--- config.mk ---
export PLATFORM = sky130hd
export DESIGN_NAME = csc_storage_ctrl
export DESIGN_NICKNAME = d
export VERILOG_FILES = /design/src/common/csc_pkg.sv /design/src/core/csc_parity.sv /design/src/core/csc_storage_ctrl.sv /design/src/core/csc_timing_chain.sv
export SDC_FILE = /design/constraint.sdc
export NUM_CORES = 1
export LEC_CHECK = 0
export ABC_CLOCK_PERIOD_IN_PS = 5900
export BUFFER_PORTS_ARGS = -buffer_cell sky130_fd_sc_hd__buf_4
export CAP_MARGIN = 40
export CORE_MARGIN = 8
export CORE_UTILIZATION = 35
export DETAILED_ROUTE_END_ITERATION = 10
export PLACE_DENSITY = 0.69
export SLEW_MARGIN = 20
export SYNTH_ARGS = -nofsm -noshare
export SYNTH_HDL_FRONTEND = slang
export SYNTH_HIERARCHICAL = 1
export SYNTH_SLANG_ARGS = --single-unit
--- constraint.sdc ---
create_clock -name sys_clk_i -period 5.9 [get_ports sys_clk_i]
set_input_delay 0.59 -clock sys_clk_i [delete_from_list [all_inputs] [get_ports sys_clk_i]]
set_output_delay 0.59 -clock sys_clk_i [all_outputs]
set_load 0.02 [all_outputs]
--- src/common/csc_pkg.sv ---
// shared constants for the core storage cycle control block
package csc_pkg;
  // ****************************************
  // clock and timing chain shape
  // ****************************************
  localparam int CLK_NS = 40;               // 25 MHz system clock
  localparam int STAGES = 6;                // flip-flop stages in the chain
  localparam int PASSES = 3;                // chain passes per storage cycle
  localparam int STEPS = STAGES * PASSES;   // chain steps per storage cycle
  localparam int STEP_W = 5;                // width of a step index
  localparam int PASS_W = 2;                // width of a pass index
  localparam int CHAIN_FIRST = 0;           // stage set by the start signal
  localparam int CHAIN_LAST = STAGES - 1;   // stage that ends a pass
  // ****************************************
  // grant times, counted from the first request seen while idle
  // ****************************************
  localparam int EXT_GRANT_NS = 50;
  localparam int PROC_GRANT_NS = 75;
  localparam int ARB_W = 2;
  localparam logic [ARB_W-1:0] EXT_GRANT_CYC = ARB_W'((EXT_GRANT_NS + CLK_NS - 1) / CLK_NS);
  localparam logic [ARB_W-1:0] PROC_GRANT_CYC = ARB_W'((PROC_GRANT_NS + CLK_NS - 1) / CLK_NS);
  // ****************************************
  // cycle timing points in ns, and as chain steps
  // ****************************************
  localparam int RESUME_NS = 425;
  localparam int Z2X_FLAG_NS = 450;
  localparam int Z2X_XFER_NS = 500;
  localparam int PROT_SAMPLE_NS = 525;
  localparam int DATA_LOAD_NS = 560;
  localparam int PROT_WB_NS = 600;
  localparam logic [STEP_W-1:0] RESUME_STEP = STEP_W'(RESUME_NS / CLK_NS);
  localparam logic [STEP_W-1:0] Z2X_FLAG_STEP = STEP_W'(Z2X_FLAG_NS / CLK_NS);
  localparam logic [STEP_W-1:0] Z2X_XFER_STEP = STEP_W'(Z2X_XFER_NS / CLK_NS);
  localparam logic [STEP_W-1:0] PROT_SAMPLE_STEP = STEP_W'(PROT_SAMPLE_NS / CLK_NS);
  localparam logic [STEP_W-1:0] DATA_LOAD_STEP = STEP_W'(DATA_LOAD_NS / CLK_NS);
  localparam logic [STEP_W-1:0] PROT_WB_STEP = STEP_W'(PROT_WB_NS / CLK_NS);
  // ****************************************
  // storage phase windows, in chain steps
  // ****************************************
  localparam logic [STEP_W-1:0] READ_FIRST = 5'h01;
  localparam logic [STEP_W-1:0] READ_LAST = 5'h05;
  localparam logic [STEP_W-1:0] WRITE_FIRST = 5'h0f;
  localparam logic [STEP_W-1:0] WRITE_LAST = STEP_W'(STEPS - 1);
  // ****************************************
  // storage word layout
  // ****************************************
  localparam int ADDR_W = 12;
  localparam int DATA_W = 16;
  localparam int PAR_BIT = 16;
  localparam int PROT_BIT = 17;
  localparam int WORD_W = 18;
endpackage : csc_pkg

--- src/core/csc_parity.sv ---
// odd parity generator and half-word parity fault check
`timescale 1ns/1ps
module csc_parity
  import csc_pkg::*;
#(
  parameter int W = DATA_W
) (
  input wire logic [W-1:0] data_i,
  input wire logic par_i,
  output logic new_par_o,
  output logic fault_o
);
  localparam int HALF = W / 2;
  wire lo_odd = ^data_i[HALF-1:0];          // low half
  wire hi_odd = ^{par_i, data_i[W-1:HALF]}; // high half with parity bit

  // odd parity over data and parity bit
  assign new_par_o = ~^data_i;
  // halves must differ in parity under odd parity
  assign fault_o = (lo_odd == hi_odd);
endmodule : csc_parity

--- src/core/csc_storage_ctrl.sv ---
// storage cycle control: arbitration, timing points, protect and phases
`timescale 1ns/1ps
//
// Contract
// - request held until resume at 425 ns
// - new cycle waits until busy drops
// - resume sets z-to-x flag, copy at 500
// - flag sets or clears stored protect bit
// - six stages, three passes per cycle
// - start signal sets first chain stage
// - external_grant_time first, processor_grant_time unless priority
// - grant starts chain, busy blocks further grants
// - gate channel address, data only on writes
// - sample protect bit at 525 when enabled
// - external protect fault condition at 525
// - processor protect fault condition at 525
// - fault blocks data load, reported out
// - read write inhibit flags from chain
// - odd parity, halves equal means fault
// - protect bit written back at 600
module csc_storage_ctrl
  import csc_pkg::*;
#(
  parameter int AW = ADDR_W,
  parameter int DW = DATA_W
) (
  input wire logic sys_clk_i,
  input wire logic reset_n_i,
  // processor side, same clock
  input wire logic proc_req_i,
  input wire logic proc_write_i,
  input wire logic [AW-1:0] proc_addr_i,
  input wire logic [DW-1:0] proc_data_i,
  input wire logic instr_unprot_i,
  input wire logic prot_switch_i,
  input wire logic wr_prot_bit_i,
  input wire logic set_protect_bit_op_i,
  output logic proc_resume_o,
  output logic z_to_x_flag_o,
  output logic z_to_x_xfer_o,
  // external channel pins
  input wire logic ext_req_i,
  input wire logic ext_write_i,
  input wire logic ext_protect_i,
  input wire logic [AW-1:0] ext_addr_i,
  input wire logic [DW-1:0] ext_data_i,
  output logic ext_resume_o,
  // core stack
  input wire logic [WORD_W-1:0] sense_data_i,
  output logic [AW-1:0] addr_o,
  output logic [WORD_W-1:0] data_o,
  output logic read_phase_o,
  output logic write_phase_o,
  output logic inhibit_phase_o,
  // status
  output logic busy_o,
  output logic proc_active_o,
  output logic ext_active_o,
  output logic [STAGES-1:0] chain_stage_o,
  output logic protect_fault_o,
  output logic parity_fault_o
);
  // ****************************************
  // external pin synchronisers
  // ****************************************
  logic [AW+DW+2:0] ext_meta;   // first stage, read only by ext_sync
  logic [AW+DW+2:0] ext_sync;   // second stage
  wire ext_req = ext_sync[0];
  wire ext_wr = ext_sync[1];
  wire ext_prot = ext_sync[2];
  wire [AW-1:0] ext_addr = ext_sync[AW+2:3];       // same latency as the request,
  wire [DW-1:0] ext_data = ext_sync[AW+DW+2:AW+3]; // so bus and request line up

  // two flops per pin, bus lines too, so no external pin is ever read raw
  always_ff @(posedge sys_clk_i or negedge reset_n_i) begin
    if (!reset_n_i) begin
      ext_meta <= '0;
      ext_sync <= '0;
    end else begin
      ext_meta <= {ext_data_i, ext_addr_i, ext_protect_i, ext_write_i, ext_req_i};
      ext_sync <= ext_meta;
    end
  end

  // ****************************************
  // state
  // ****************************************
  logic busy;             // storage reference in progress
  logic proc_active;      // processor channel granted
  logic ext_active;       // external channel granted
  logic priority_flag;    // external request seen, holds off processor
  logic [ARB_W-1:0] arb_cnt; // cycles since a request seen while idle
  logic z2x_flag;         // z-to-x armed by resume
  logic z2x_xfer;         // one-cycle z-to-x copy strobe
  logic proc_resume;
  logic ext_resume;
  logic prot_fault;
  logic par_fault;
  logic prot_prev;        // protect bit as read from the core
  logic [AW-1:0] s_reg;   // storage address
  logic [WORD_W-1:0] z_reg; // storage data, parity, protect

  // ****************************************
  // timing chain and step decode
  // ****************************************
  logic [STEP_W-1:0] step;
  logic chain_run;
  logic chain_done;
  logic chain_start;

  csc_timing_chain #(.N_STAGES(STAGES), .N_PASSES(PASSES)) u_chain (
    .sys_clk_i(sys_clk_i),
    .reset_n_i(reset_n_i),
    .start_i(chain_start),
    .stage_o(chain_stage_o),
    .step_o(step),
    .run_o(chain_run),
    .done_o(chain_done)
  );

  // every timing point is a chain step, never a free counter
  wire at_resume = chain_run && (step == RESUME_STEP);
  wire at_z2x_flag = chain_run && (step == Z2X_FLAG_STEP);
  wire at_z2x_xfer = chain_run && (step == Z2X_XFER_STEP);
  wire at_sample = chain_run && (step == PROT_SAMPLE_STEP);
  wire at_load = chain_run && (step == DATA_LOAD_STEP);
  wire at_wb = chain_run && (step == PROT_WB_STEP);
  wire at_read_end = chain_run && (step == READ_LAST);

  // ****************************************
  // arbitration
  // ****************************************
  wire any_req = proc_req_i | ext_req;
  wire grant_ext = !busy && ext_req && (arb_cnt == EXT_GRANT_CYC);
  wire grant_proc = !busy && !priority_flag && !grant_ext && proc_req_i
                    && (arb_cnt == PROC_GRANT_CYC);
  assign chain_start = grant_ext | grant_proc;

  // active channel selection
  wire chan_write = (proc_active & proc_write_i) | (ext_active & ext_wr);
  wire [DW-1:0] chan_data = ext_active ? ext_data : proc_data_i;
  wire [AW-1:0] grant_addr = grant_ext ? ext_addr : proc_addr_i;
  wire ext_fault_cond = ext_active & ext_wr & ext_prot;
  wire proc_fault_cond = proc_active & proc_write_i & instr_unprot_i & prot_switch_i;
  wire wp_keep = ext_fault_cond | (proc_active & proc_write_i & ~instr_unprot_i);
  wire wp_bit = proc_active & wr_prot_bit_i;

  // parity of the word coming off the sense amplifiers, and of new data
  logic par_err;
  logic new_par;
  csc_parity #(.W(DW)) u_sense_par (
    .data_i(sense_data_i[DW-1:0]),
    .par_i(sense_data_i[PAR_BIT]),
    .new_par_o(),
    .fault_o(par_err)
  );
  csc_parity #(.W(DW)) u_write_par (
    .data_i(chan_data),
    .par_i(1'b0),
    .new_par_o(new_par),
    .fault_o()
  );

  // ****************************************
  // arbitration counter and priority
  // ****************************************
  always_ff @(posedge sys_clk_i or negedge reset_n_i) begin
    if (!reset_n_i) begin
      arb_cnt <= '0;
      priority_flag <= 1'b0;
    end else if (busy || !any_req) begin
      arb_cnt <= '0;
      priority_flag <= 1'b0;
    end else begin
      // saturate so a late request still meets its grant time
      if (arb_cnt != PROC_GRANT_CYC) arb_cnt <= arb_cnt + 1'b1;
      priority_flag <= ext_req;
    end
  end

  // ****************************************
  // busy and channel active flags
  // ****************************************
  always_ff @(posedge sys_clk_i or negedge reset_n_i) begin
    if (!reset_n_i) begin
      busy <= 1'b0;
      proc_active <= 1'b0;
      ext_active <= 1'b0;
    end else if (chain_done) begin
      busy <= 1'b0;
      proc_active <= 1'b0;
      ext_active <= 1'b0;
    end else if (chain_start) begin
      busy <= 1'b1;
      proc_active <= grant_proc;
      ext_active <= grant_ext;
    end
  end

  // ****************************************
  // resume and z-to-x handshakes
  // ****************************************
  always_ff @(posedge sys_clk_i or negedge reset_n_i) begin
    if (!reset_n_i) begin
      proc_resume <= 1'b0;
      ext_resume <= 1'b0;
      z2x_flag <= 1'b0;
      z2x_xfer <= 1'b0;
    end else begin
      proc_resume <= at_resume & proc_active;
      ext_resume <= at_resume & ext_active;
      if (chain_done) z2x_flag <= 1'b0;
      else if (at_z2x_flag && proc_active) z2x_flag <= 1'b1;
      // the copy is held off on writes: z then holds outgoing data
      z2x_xfer <= at_z2x_xfer & z2x_flag & ~proc_write_i;
    end
  end

  // ****************************************
  // protect and parity faults
  // ****************************************
  always_ff @(posedge sys_clk_i or negedge reset_n_i) begin
    if (!reset_n_i) begin
      prot_fault <= 1'b0;
      par_fault <= 1'b0;
    end else if (chain_done) begin
      prot_fault <= 1'b0;
      par_fault <= 1'b0;
    end else begin
      if (at_sample && z_reg[PROT_BIT] && (ext_fault_cond || proc_fault_cond))
        prot_fault <= 1'b1;
      if (at_read_end && par_err) par_fault <= 1'b1;
    end
  end

  // ****************************************
  // storage address and data registers
  // ****************************************
  always_ff @(posedge sys_clk_i or negedge reset_n_i) begin
    if (!reset_n_i) begin
      s_reg <= '0;
      z_reg <= '0;
      prot_prev <= 1'b0;
    end else begin
      if (chain_start) s_reg <= grant_addr;
      if (at_read_end) begin
        z_reg <= sense_data_i;
        prot_prev <= sense_data_i[PROT_BIT];
      end else if (at_load && chan_write && !prot_fault) begin
        z_reg[DW-1:0] <= chan_data;
        z_reg[PAR_BIT] <= new_par;
      end else if (at_wb && wp_bit) begin
        z_reg[PROT_BIT] <= set_protect_bit_op_i;
      end else if (at_wb && wp_keep) begin
        z_reg[PROT_BIT] <= prot_prev;
      end
    end
  end

  // ****************************************
  // storage phase flags
  // ****************************************
  logic rd_ph;
  logic wr_ph;
  logic inh_ph;
  wire rd_win = chain_run && (step >= READ_FIRST) && (step <= READ_LAST);
  wire wr_win = chain_run && (step >= WRITE_FIRST) && (step <= WRITE_LAST);

  always_ff @(posedge sys_clk_i or negedge reset_n_i) begin
    if (!reset_n_i) begin
      rd_ph <= 1'b0;
      wr_ph <= 1'b0;
      inh_ph <= 1'b0;
    end else begin
      rd_ph <= rd_win;
      wr_ph <= wr_win;
      inh_ph <= wr_win;
    end
  end

  // ****************************************
  // outputs
  // ****************************************
  assign proc_resume_o = proc_resume;
  assign ext_resume_o = ext_resume;
  assign z_to_x_flag_o = z2x_flag;
  assign z_to_x_xfer_o = z2x_xfer;
  assign addr_o = s_reg;
  assign data_o = z_reg;
  assign read_phase_o = rd_ph;
  assign write_phase_o = wr_ph;
  assign inhibit_phase_o = inh_ph;
  assign busy_o = busy;
  assign proc_active_o = proc_active;
  assign ext_active_o = ext_active;
  assign protect_fault_o = prot_fault;
  assign parity_fault_o = par_fault;

  // ****************************************
  // assertions
  // ****************************************
  localparam int A_RES = RESUME_NS / CLK_NS + 1;
  localparam int A_LEN = STEPS;
endmodule : csc_storage_ctrl

--- src/core/csc_timing_chain.sv ---
// six-stage storage timing chain, three passes per storage cycle
`timescale 1ns/1ps
module csc_timing_chain
  import csc_pkg::*;
#(
  parameter int N_STAGES = STAGES,
  parameter int N_PASSES = PASSES
) (
  input wire logic sys_clk_i,
  input wire logic reset_n_i,
  input wire logic start_i,
  output logic [N_STAGES-1:0] stage_o,
  output logic [STEP_W-1:0] step_o,
  output logic run_o,
  output logic done_o
);
  logic [N_STAGES-1:0] stage;      // one-hot chain stages
  logic [PASS_W-1:0] pass;         // current pass
  logic [N_STAGES-1:0] next_stage;
  logic last_pass;

  // index of the set stage in a one-hot word
  function automatic logic [STEP_W-1:0] stage_index(input logic [N_STAGES-1:0] s);
    logic [STEP_W-1:0] r;
    r = '0;
    for (int i = 0; i < N_STAGES; i++) begin
      if (s[i]) r = STEP_W'(i);
    end
    return r;
  endfunction : stage_index

  assign last_pass = (pass == PASS_W'(N_PASSES - 1));
  assign done_o = stage[N_STAGES-1] & last_pass;
  assign run_o = |stage;
  assign step_o = STEP_W'(pass * N_STAGES) + stage_index(stage);

  // ****************************************
  // stage shift: each stage sets the next and clears itself
  // ****************************************
  assign next_stage[CHAIN_FIRST] = start_i | (stage[N_STAGES-1] & ~last_pass);
  generate
    for (genvar g = 1; g < N_STAGES; g++) begin : g_shift
      assign next_stage[g] = stage[g-1];
    end
  endgenerate

  // stages and pass count
  always_ff @(posedge sys_clk_i or negedge reset_n_i) begin
    if (!reset_n_i) begin
      stage <= '0;
      pass <= '0;
    end else begin
      stage <= next_stage;
      if (start_i || done_o) pass <= '0;
      else if (stage[N_STAGES-1]) pass <= pass + 1'b1;
    end
  end

  assign stage_o = stage;
endmodule : csc_timing_chain

==> results.json, run 1 <==
{
  "status": "finished, final reports clean",
  "die_x_um": 131,
  "end_kind": "flop",
  "p_total_mw": 3.33,
  "wirelength_mm": 11.1,
  "drtPass1Iterations": 5,
  "max_stage_delay_ns": 0.84,
  "rsz0062_at_grt": "false",
  "cts_setup_buffers": 0,
  "synth_area_per_cell_sq_um": 12.6,
  "clkTransAtPathRegs_ns": 0.05,
  "p_leak_nw": 2.97,
  "setup_viol_count_final": 0,
  "root_buffer": "clkbuf_16",
  "fillerInstances": 1189,
  "synth.cell_area_sq_um": 4590,
  "drc": 0,
  "antenna_found_initial": 1,
  "crit_path_start": "u_chain/stage_o[5]$_DFF_PN0_",
  "dpl.cell_count": 657,
  "crit_buf_inv": 2,
  "maxCapViolations": 0,
  "cts_tree": "done",
  "n_antenna_cell": 0,
  "grt_max_degree": 66,
  "crit_required_ns": 6.17,
  "viasPerCell": 4.62,
  "reg2reg_slack_ns": 2.42,
  "yosys_warnings": 6,
  "setup_tns_ns": 0,
  "worstPathMaxFanout": 17,
  "startpoint_type": "flop",
  "grt_overflow": 0,
  "die_h_um": 131,
  "cts_resized": 0,
  "fin_cells": 691,
  "r2r_cells": 11,
  "dp_hpwl_mm": 8.30,
  "die_area_sq_um": 17000,
  "final_util_pct": 48.7,
  "crit_arrival_ns": 3.75,
  "cts.sinks": 115,
  "detail-route-antenna-nets": 0,
  "drive_gt1_share_pct": 37.3,
  "vdd_drop_max_v": 0.000249,
  "power_density_nw_per_um2": 524,
  "path_depth": 11,
  "worstMarginPinSlew_ns": 0.806,
  "clock.fmax_ghz": 0.287,
  "insertion_delay_ns": 0.40,
  "grt_pass1_vias": 3524,
  "hold_slack_ns": 0.213,
  "globalplace.congestion": 0.817,
  "syn_inst": 365,
  "synth_nets": 457,
  "hp-class": "primary input to async pin",
  "period_share_pct": 59.0,
  "setup_ws_ns": 2.42,
  "relSlewSlack_pct": 45.8,
  "io_buffers": 132,
  "clockBufferDepth": 2,
  "skew_ns": 0.00868,
  "crit-reg2reg-launch": "u_chain/stage_o[5]$_DFF_PN0_",
  "fin_nets": 594,
  "boundaryPins": 133,
  "crit_chain": "nor2_2 > inv_2 > nor2_1 > ha_1 > inv_1 > fa_1 > xnor2_1 > nand4b_4 > or4_1 > mux2i_1 > a21oi_1",
  "drt_iter0_markers": 192,
  "cts_hold_buf": 0,
  "numCtsBuffers": 17,
  "grt_usage_pct": 13.8,
  "worstSetupPathType": "flop to flop",
  "syn_to_final_growth_pct": 38.2,
  "r2r_end": "data_o[16]$_DFFE_PN0P_",
  "fp-row-count": 42,
  "slowest_stage": "or4_1",
  "worstSetupEndpoint": "data_o[16]$_DFFE_PN0P_",
  "place_area_sq_um": 5730,
  "finalCriticalPeriod_ns": 3.48,
  "final_area_sq_um": 6350,
  "wl_per_cell_um": 16.0,
  "pre_cts_ws_ns": 2.43,
  "htree_num_levels": 4,
  "critical-path-top-delay-family": "simple AND/OR/NAND/NOR gates",
  "final_max_slew_viol_count": 0,
  "vias": 3194,
  "initial_core_util_pct": 35.2,
  "grt_pass1_wl_mm": 17.6,
  "finalHoldViolations": 0,
  "design.core.area_sq_um": 13000
}
[metal layers]
metal  global-route usage [%]  share of wire, %  vias up
met3                     5.64               8.4       26
li1                         -                 -     1516
met2                     21.6                49      122
met1                     15.5                40     1528
met5                        0              0.14        -
met4                     8.17               3.0        2
[report_power, final]
| part | internal (mW) | leakage [nW] | switching (mW) |
|---|---|---|---|
| sequential | 0.965 | 1.37 | 0.123 |
| combinational | 0.556 | 1.33 | 0.694 |
| clock | 0.642 | 0.274 | 0.348 |
| total | 2.16 | 2.97 | 1.17 |
[worst min path at each step]
stage                           start                      to  slack, ns  depth (start not counted)
2_1_floorplan               reset_n_i   addr_o[0]$_DFFE_PN0P_       0.29                          0
3_3_place_gp   ext_meta[13]$_DFF_PN0_  ext_sync[13]$_DFF_PN0_       0.33                          0
3_5_place_dp   ext_meta[16]$_DFF_PN0_  ext_sync[16]$_DFF_PN0_       0.33                          0
4_1_cts                     reset_n_i   data_o[6]$_DFFE_PN0P_       0.23                          1
5_1_grt                     reset_n_i  data_o[15]$_DFFE_PN0P_       0.26                          1
6_report                    reset_n_i  data_o[10]$_DFFE_PN0P_       0.21                          1
[flip-flops by register name (all words and copies together), names as in the netlist, 2 cells and up]
name	cells
ext_sync	31
ext_meta	31
addr_o	12
arb_cnt	2
u_chain/pass	2
data_o	18
u_chain/stage_o	6
[placed cells by master, fill, tap and decap left out, drive strengths merged, types with 5 or more instances in the layout]
cell        n
a31oi       5
mux2       16
ha          6
inv        12
dfrtp     115
a22oi      17
nand2      28
xnor2      27
a21oi      19
nand3      21
clkinvlp    5
mux2i      14
xor2        5
nor2       29
buf       137
clkbuf     20
[worst reg2reg max path, cell delays in order (launching register included)]
cell,delay (ns)
dfrtp_1,0.48
nor2_2,0.21
inv_2,0.06
nor2_1,0.13
ha_1,0.19
inv_1,0.06
fa_1,0.37
xnor2_1,0.51
nand4b_4,0.19
or4_1,0.84
mux2i_1,0.26
a21oi_1,0.08
[layout make-up]
type,count,area (sq um),area share [%]
inverter,11,41.3,0.651
timing repair buffer,137,1060,16.6
multi-input combinational,220,1570,24.7
tap,176,220,3.47
sequential,115,2880,45.3
clock inverter,12,130,2.05
clock buffer,20,457,7.19
Note: power is estimated with default switching activity, not from simulation.
==> run 2: changes to the inputs <==
- ABC_CLOCK_PERIOD_IN_PS: 5900 -> 3200
- PLACE_DENSITY: 0.69 -> 0.71
- clock period: 5.9 -> 3.2 ns (I/O delays scaled with it)
==> run 2 against run 1 <==
Net effect:
- hold slack got worse by 0.20 ns
- first-iteration DRC count down 1.0%
- cell count up 4.5%
- critical path type unchanged
==> results.json, run 2 (synthesized netlist as in run 1, its figures left out) <==
{
  "grt_pass1_vias": 3605,
  "insertion_delay_ns": 0.42,
  "dp_hpwl_mm": 8.46,
  "syn_to_final_growth_pct": 44.4,
  "die_h_um": 131,
  "design.core.area_sq_um": 13000,
  "detail-route-antenna-nets": 0,
  "wl_per_cell_um": 16.0,
  "drtPass1Iterations": 4,
  "relSlewSlack_pct": 47.3,
  "worstMarginPinSlew_ns": 0.790,
  "p_leak_nw": 3.12,
  "grt_usage_pct": 14.1,
  "drc": 0,
  "globalplace.congestion": 0.849,
  "startpoint_type": "flop",
  "finalHoldViolations": 0,
  "slowest_stage": "or4_1",
  "wirelength_mm": 11.6,
  "dpl.cell_count": 664,
  "p_total_mw": 6.34,
  "grt_pass1_wl_mm": 18.2,
  "fp-row-count": 42,
  "fin_nets": 623,
  "hold_slack_ns": 0.0171,
  "power_density_nw_per_um2": 956,
  "die_x_um": 131,
  "crit_required_ns": 3.48,
  "hp-class": "primary input to flop",
  "setup_ws_ns": 0.227,
  "crit_buf_inv": 3,
  "crit_chain": "inv_1 > ha_1 > inv_1 > ha_1 > a21o_1 > nand2_1 > xnor2_1 > nand4b_4 > or4_1 > buf_4 > mux2i_1 > a21oi_1",
  "htree_num_levels": 4,
  "fin_cells": 722,
  "clock.fmax_ghz": 0.336,
  "io_buffers": 132,
  "cts_setup_buffers": 0,
  "vdd_drop_max_v": 0.000354,
  "grt_max_degree": 61,
  "drt_iter0_markers": 190,
  "rsz0062_at_grt": "false",
  "clockBufferDepth": 2,
  "cts_resized": 0,
  "grt_overflow": 0,
  "setup_tns_ns": 0,
  "viasPerCell": 4.60,
  "numCtsBuffers": 17,
  "final_util_pct": 50.9,
  "skew_ns": 0.00611,
  "final_area_sq_um": 6630,
  "antenna_found_initial": 3,
  "root_buffer": "clkbuf_16",
  "vias": 3322,
  "crit_arrival_ns": 3.25,
  "final_common_cell": "buf_4",
  "clkTransAtPathRegs_ns": 0.05,
  "most-common-layout-cells": "141 x buf_4, 115 x dfrtp_1, 28 x nand2_1, 28 x nor2_1, 27 x xnor2_1",
  "setup_viol_count_final": 0,
  "worstSetupPathType": "flop to flop",
  "end_kind": "flop",
  "status": "finished, final reports clean",
  "pre_cts_ws_ns": 0.267,
  "initial_core_util_pct": 35.2,
  "finalCriticalPeriod_ns": 2.97,
  "place_area_sq_um": 5780,
  "final_max_slew_viol_count": 0,
  "cts.sinks": 115,
  "period_share_pct": 92.9,
  "boundaryPins": 133,
  "max_stage_delay_ns": 0.51,
  "fillerInstances": 1169,
  "drive_gt1_share_pct": 36.1,
  "maxCapViolations": 0,
  "worstPathMaxFanout": 17,
  "die_area_sq_um": 17000,
  "cts_tree": "done",
  "critical-path-top-delay-family": "simple AND/OR/NAND/NOR gates"
}
[run 2: layout make-up]
type	instances	area, sq um	share of cell area (%)
multi-input combinational	220	1570	23.6
inverter	11	41.3	0.623
sequential	115	2880	43.4
timing repair buffer	166	1310	19.8
antenna	3	7.51	0.113
clock inverter	12	163	2.45
tap	176	220	3.32
clock buffer	19	443	6.68
[run 2: routing by layer]
layer  global-route usage (%)  wire, um
met5                        0         0
met4                     7.63       322
met2                     22.8      5720
met1                     16.2      4590
met3                     4.99       928
[run 2: power breakdown]
| group | switching, mW | internal, mW |
|---|---|---|
| Clock | 0.634 | 1.30 |
| Combinational | 1.29 | 1.06 |
| Sequential | 0.263 | 1.78 |
[run 2: final timing paths]
| path | startpoint | endpoint | slack, ns | depth (start not counted) |
|---|---|---|---|---|
| min in group asynchronous | reset_n_i | data_o[6]$_DFFE_PN0P_ | 0.56 | 2 |
| worst min-delay path | ext_data_i[7] | ext_meta[22]$_DFF_PN0_ | 0.02 | 1 |
| worst min register to register | ext_meta[14]$_DFF_PN0_ | ext_sync[14]$_DFF_PN0_ | 0.34 | 0 |
| worst max register to register | u_chain/pass[0]$_DFFE_PN0P_ | data_o[16]$_DFFE_PN0P_ | 0.23 | 12 |
| worst max-delay path | u_chain/pass[0]$_DFFE_PN0P_ | data_o[16]$_DFFE_PN0P_ | 0.23 | 12 |
| max in group asynchronous | reset_n_i | ext_sync[20]$_DFF_PN0_ | 1.69 | 3 |
[run 2: repair_timing]
action,in CTS,in global routing
endpoints found under the setup margin,0,0
hold buffers,24,0
hold endpoints to repair,62,0
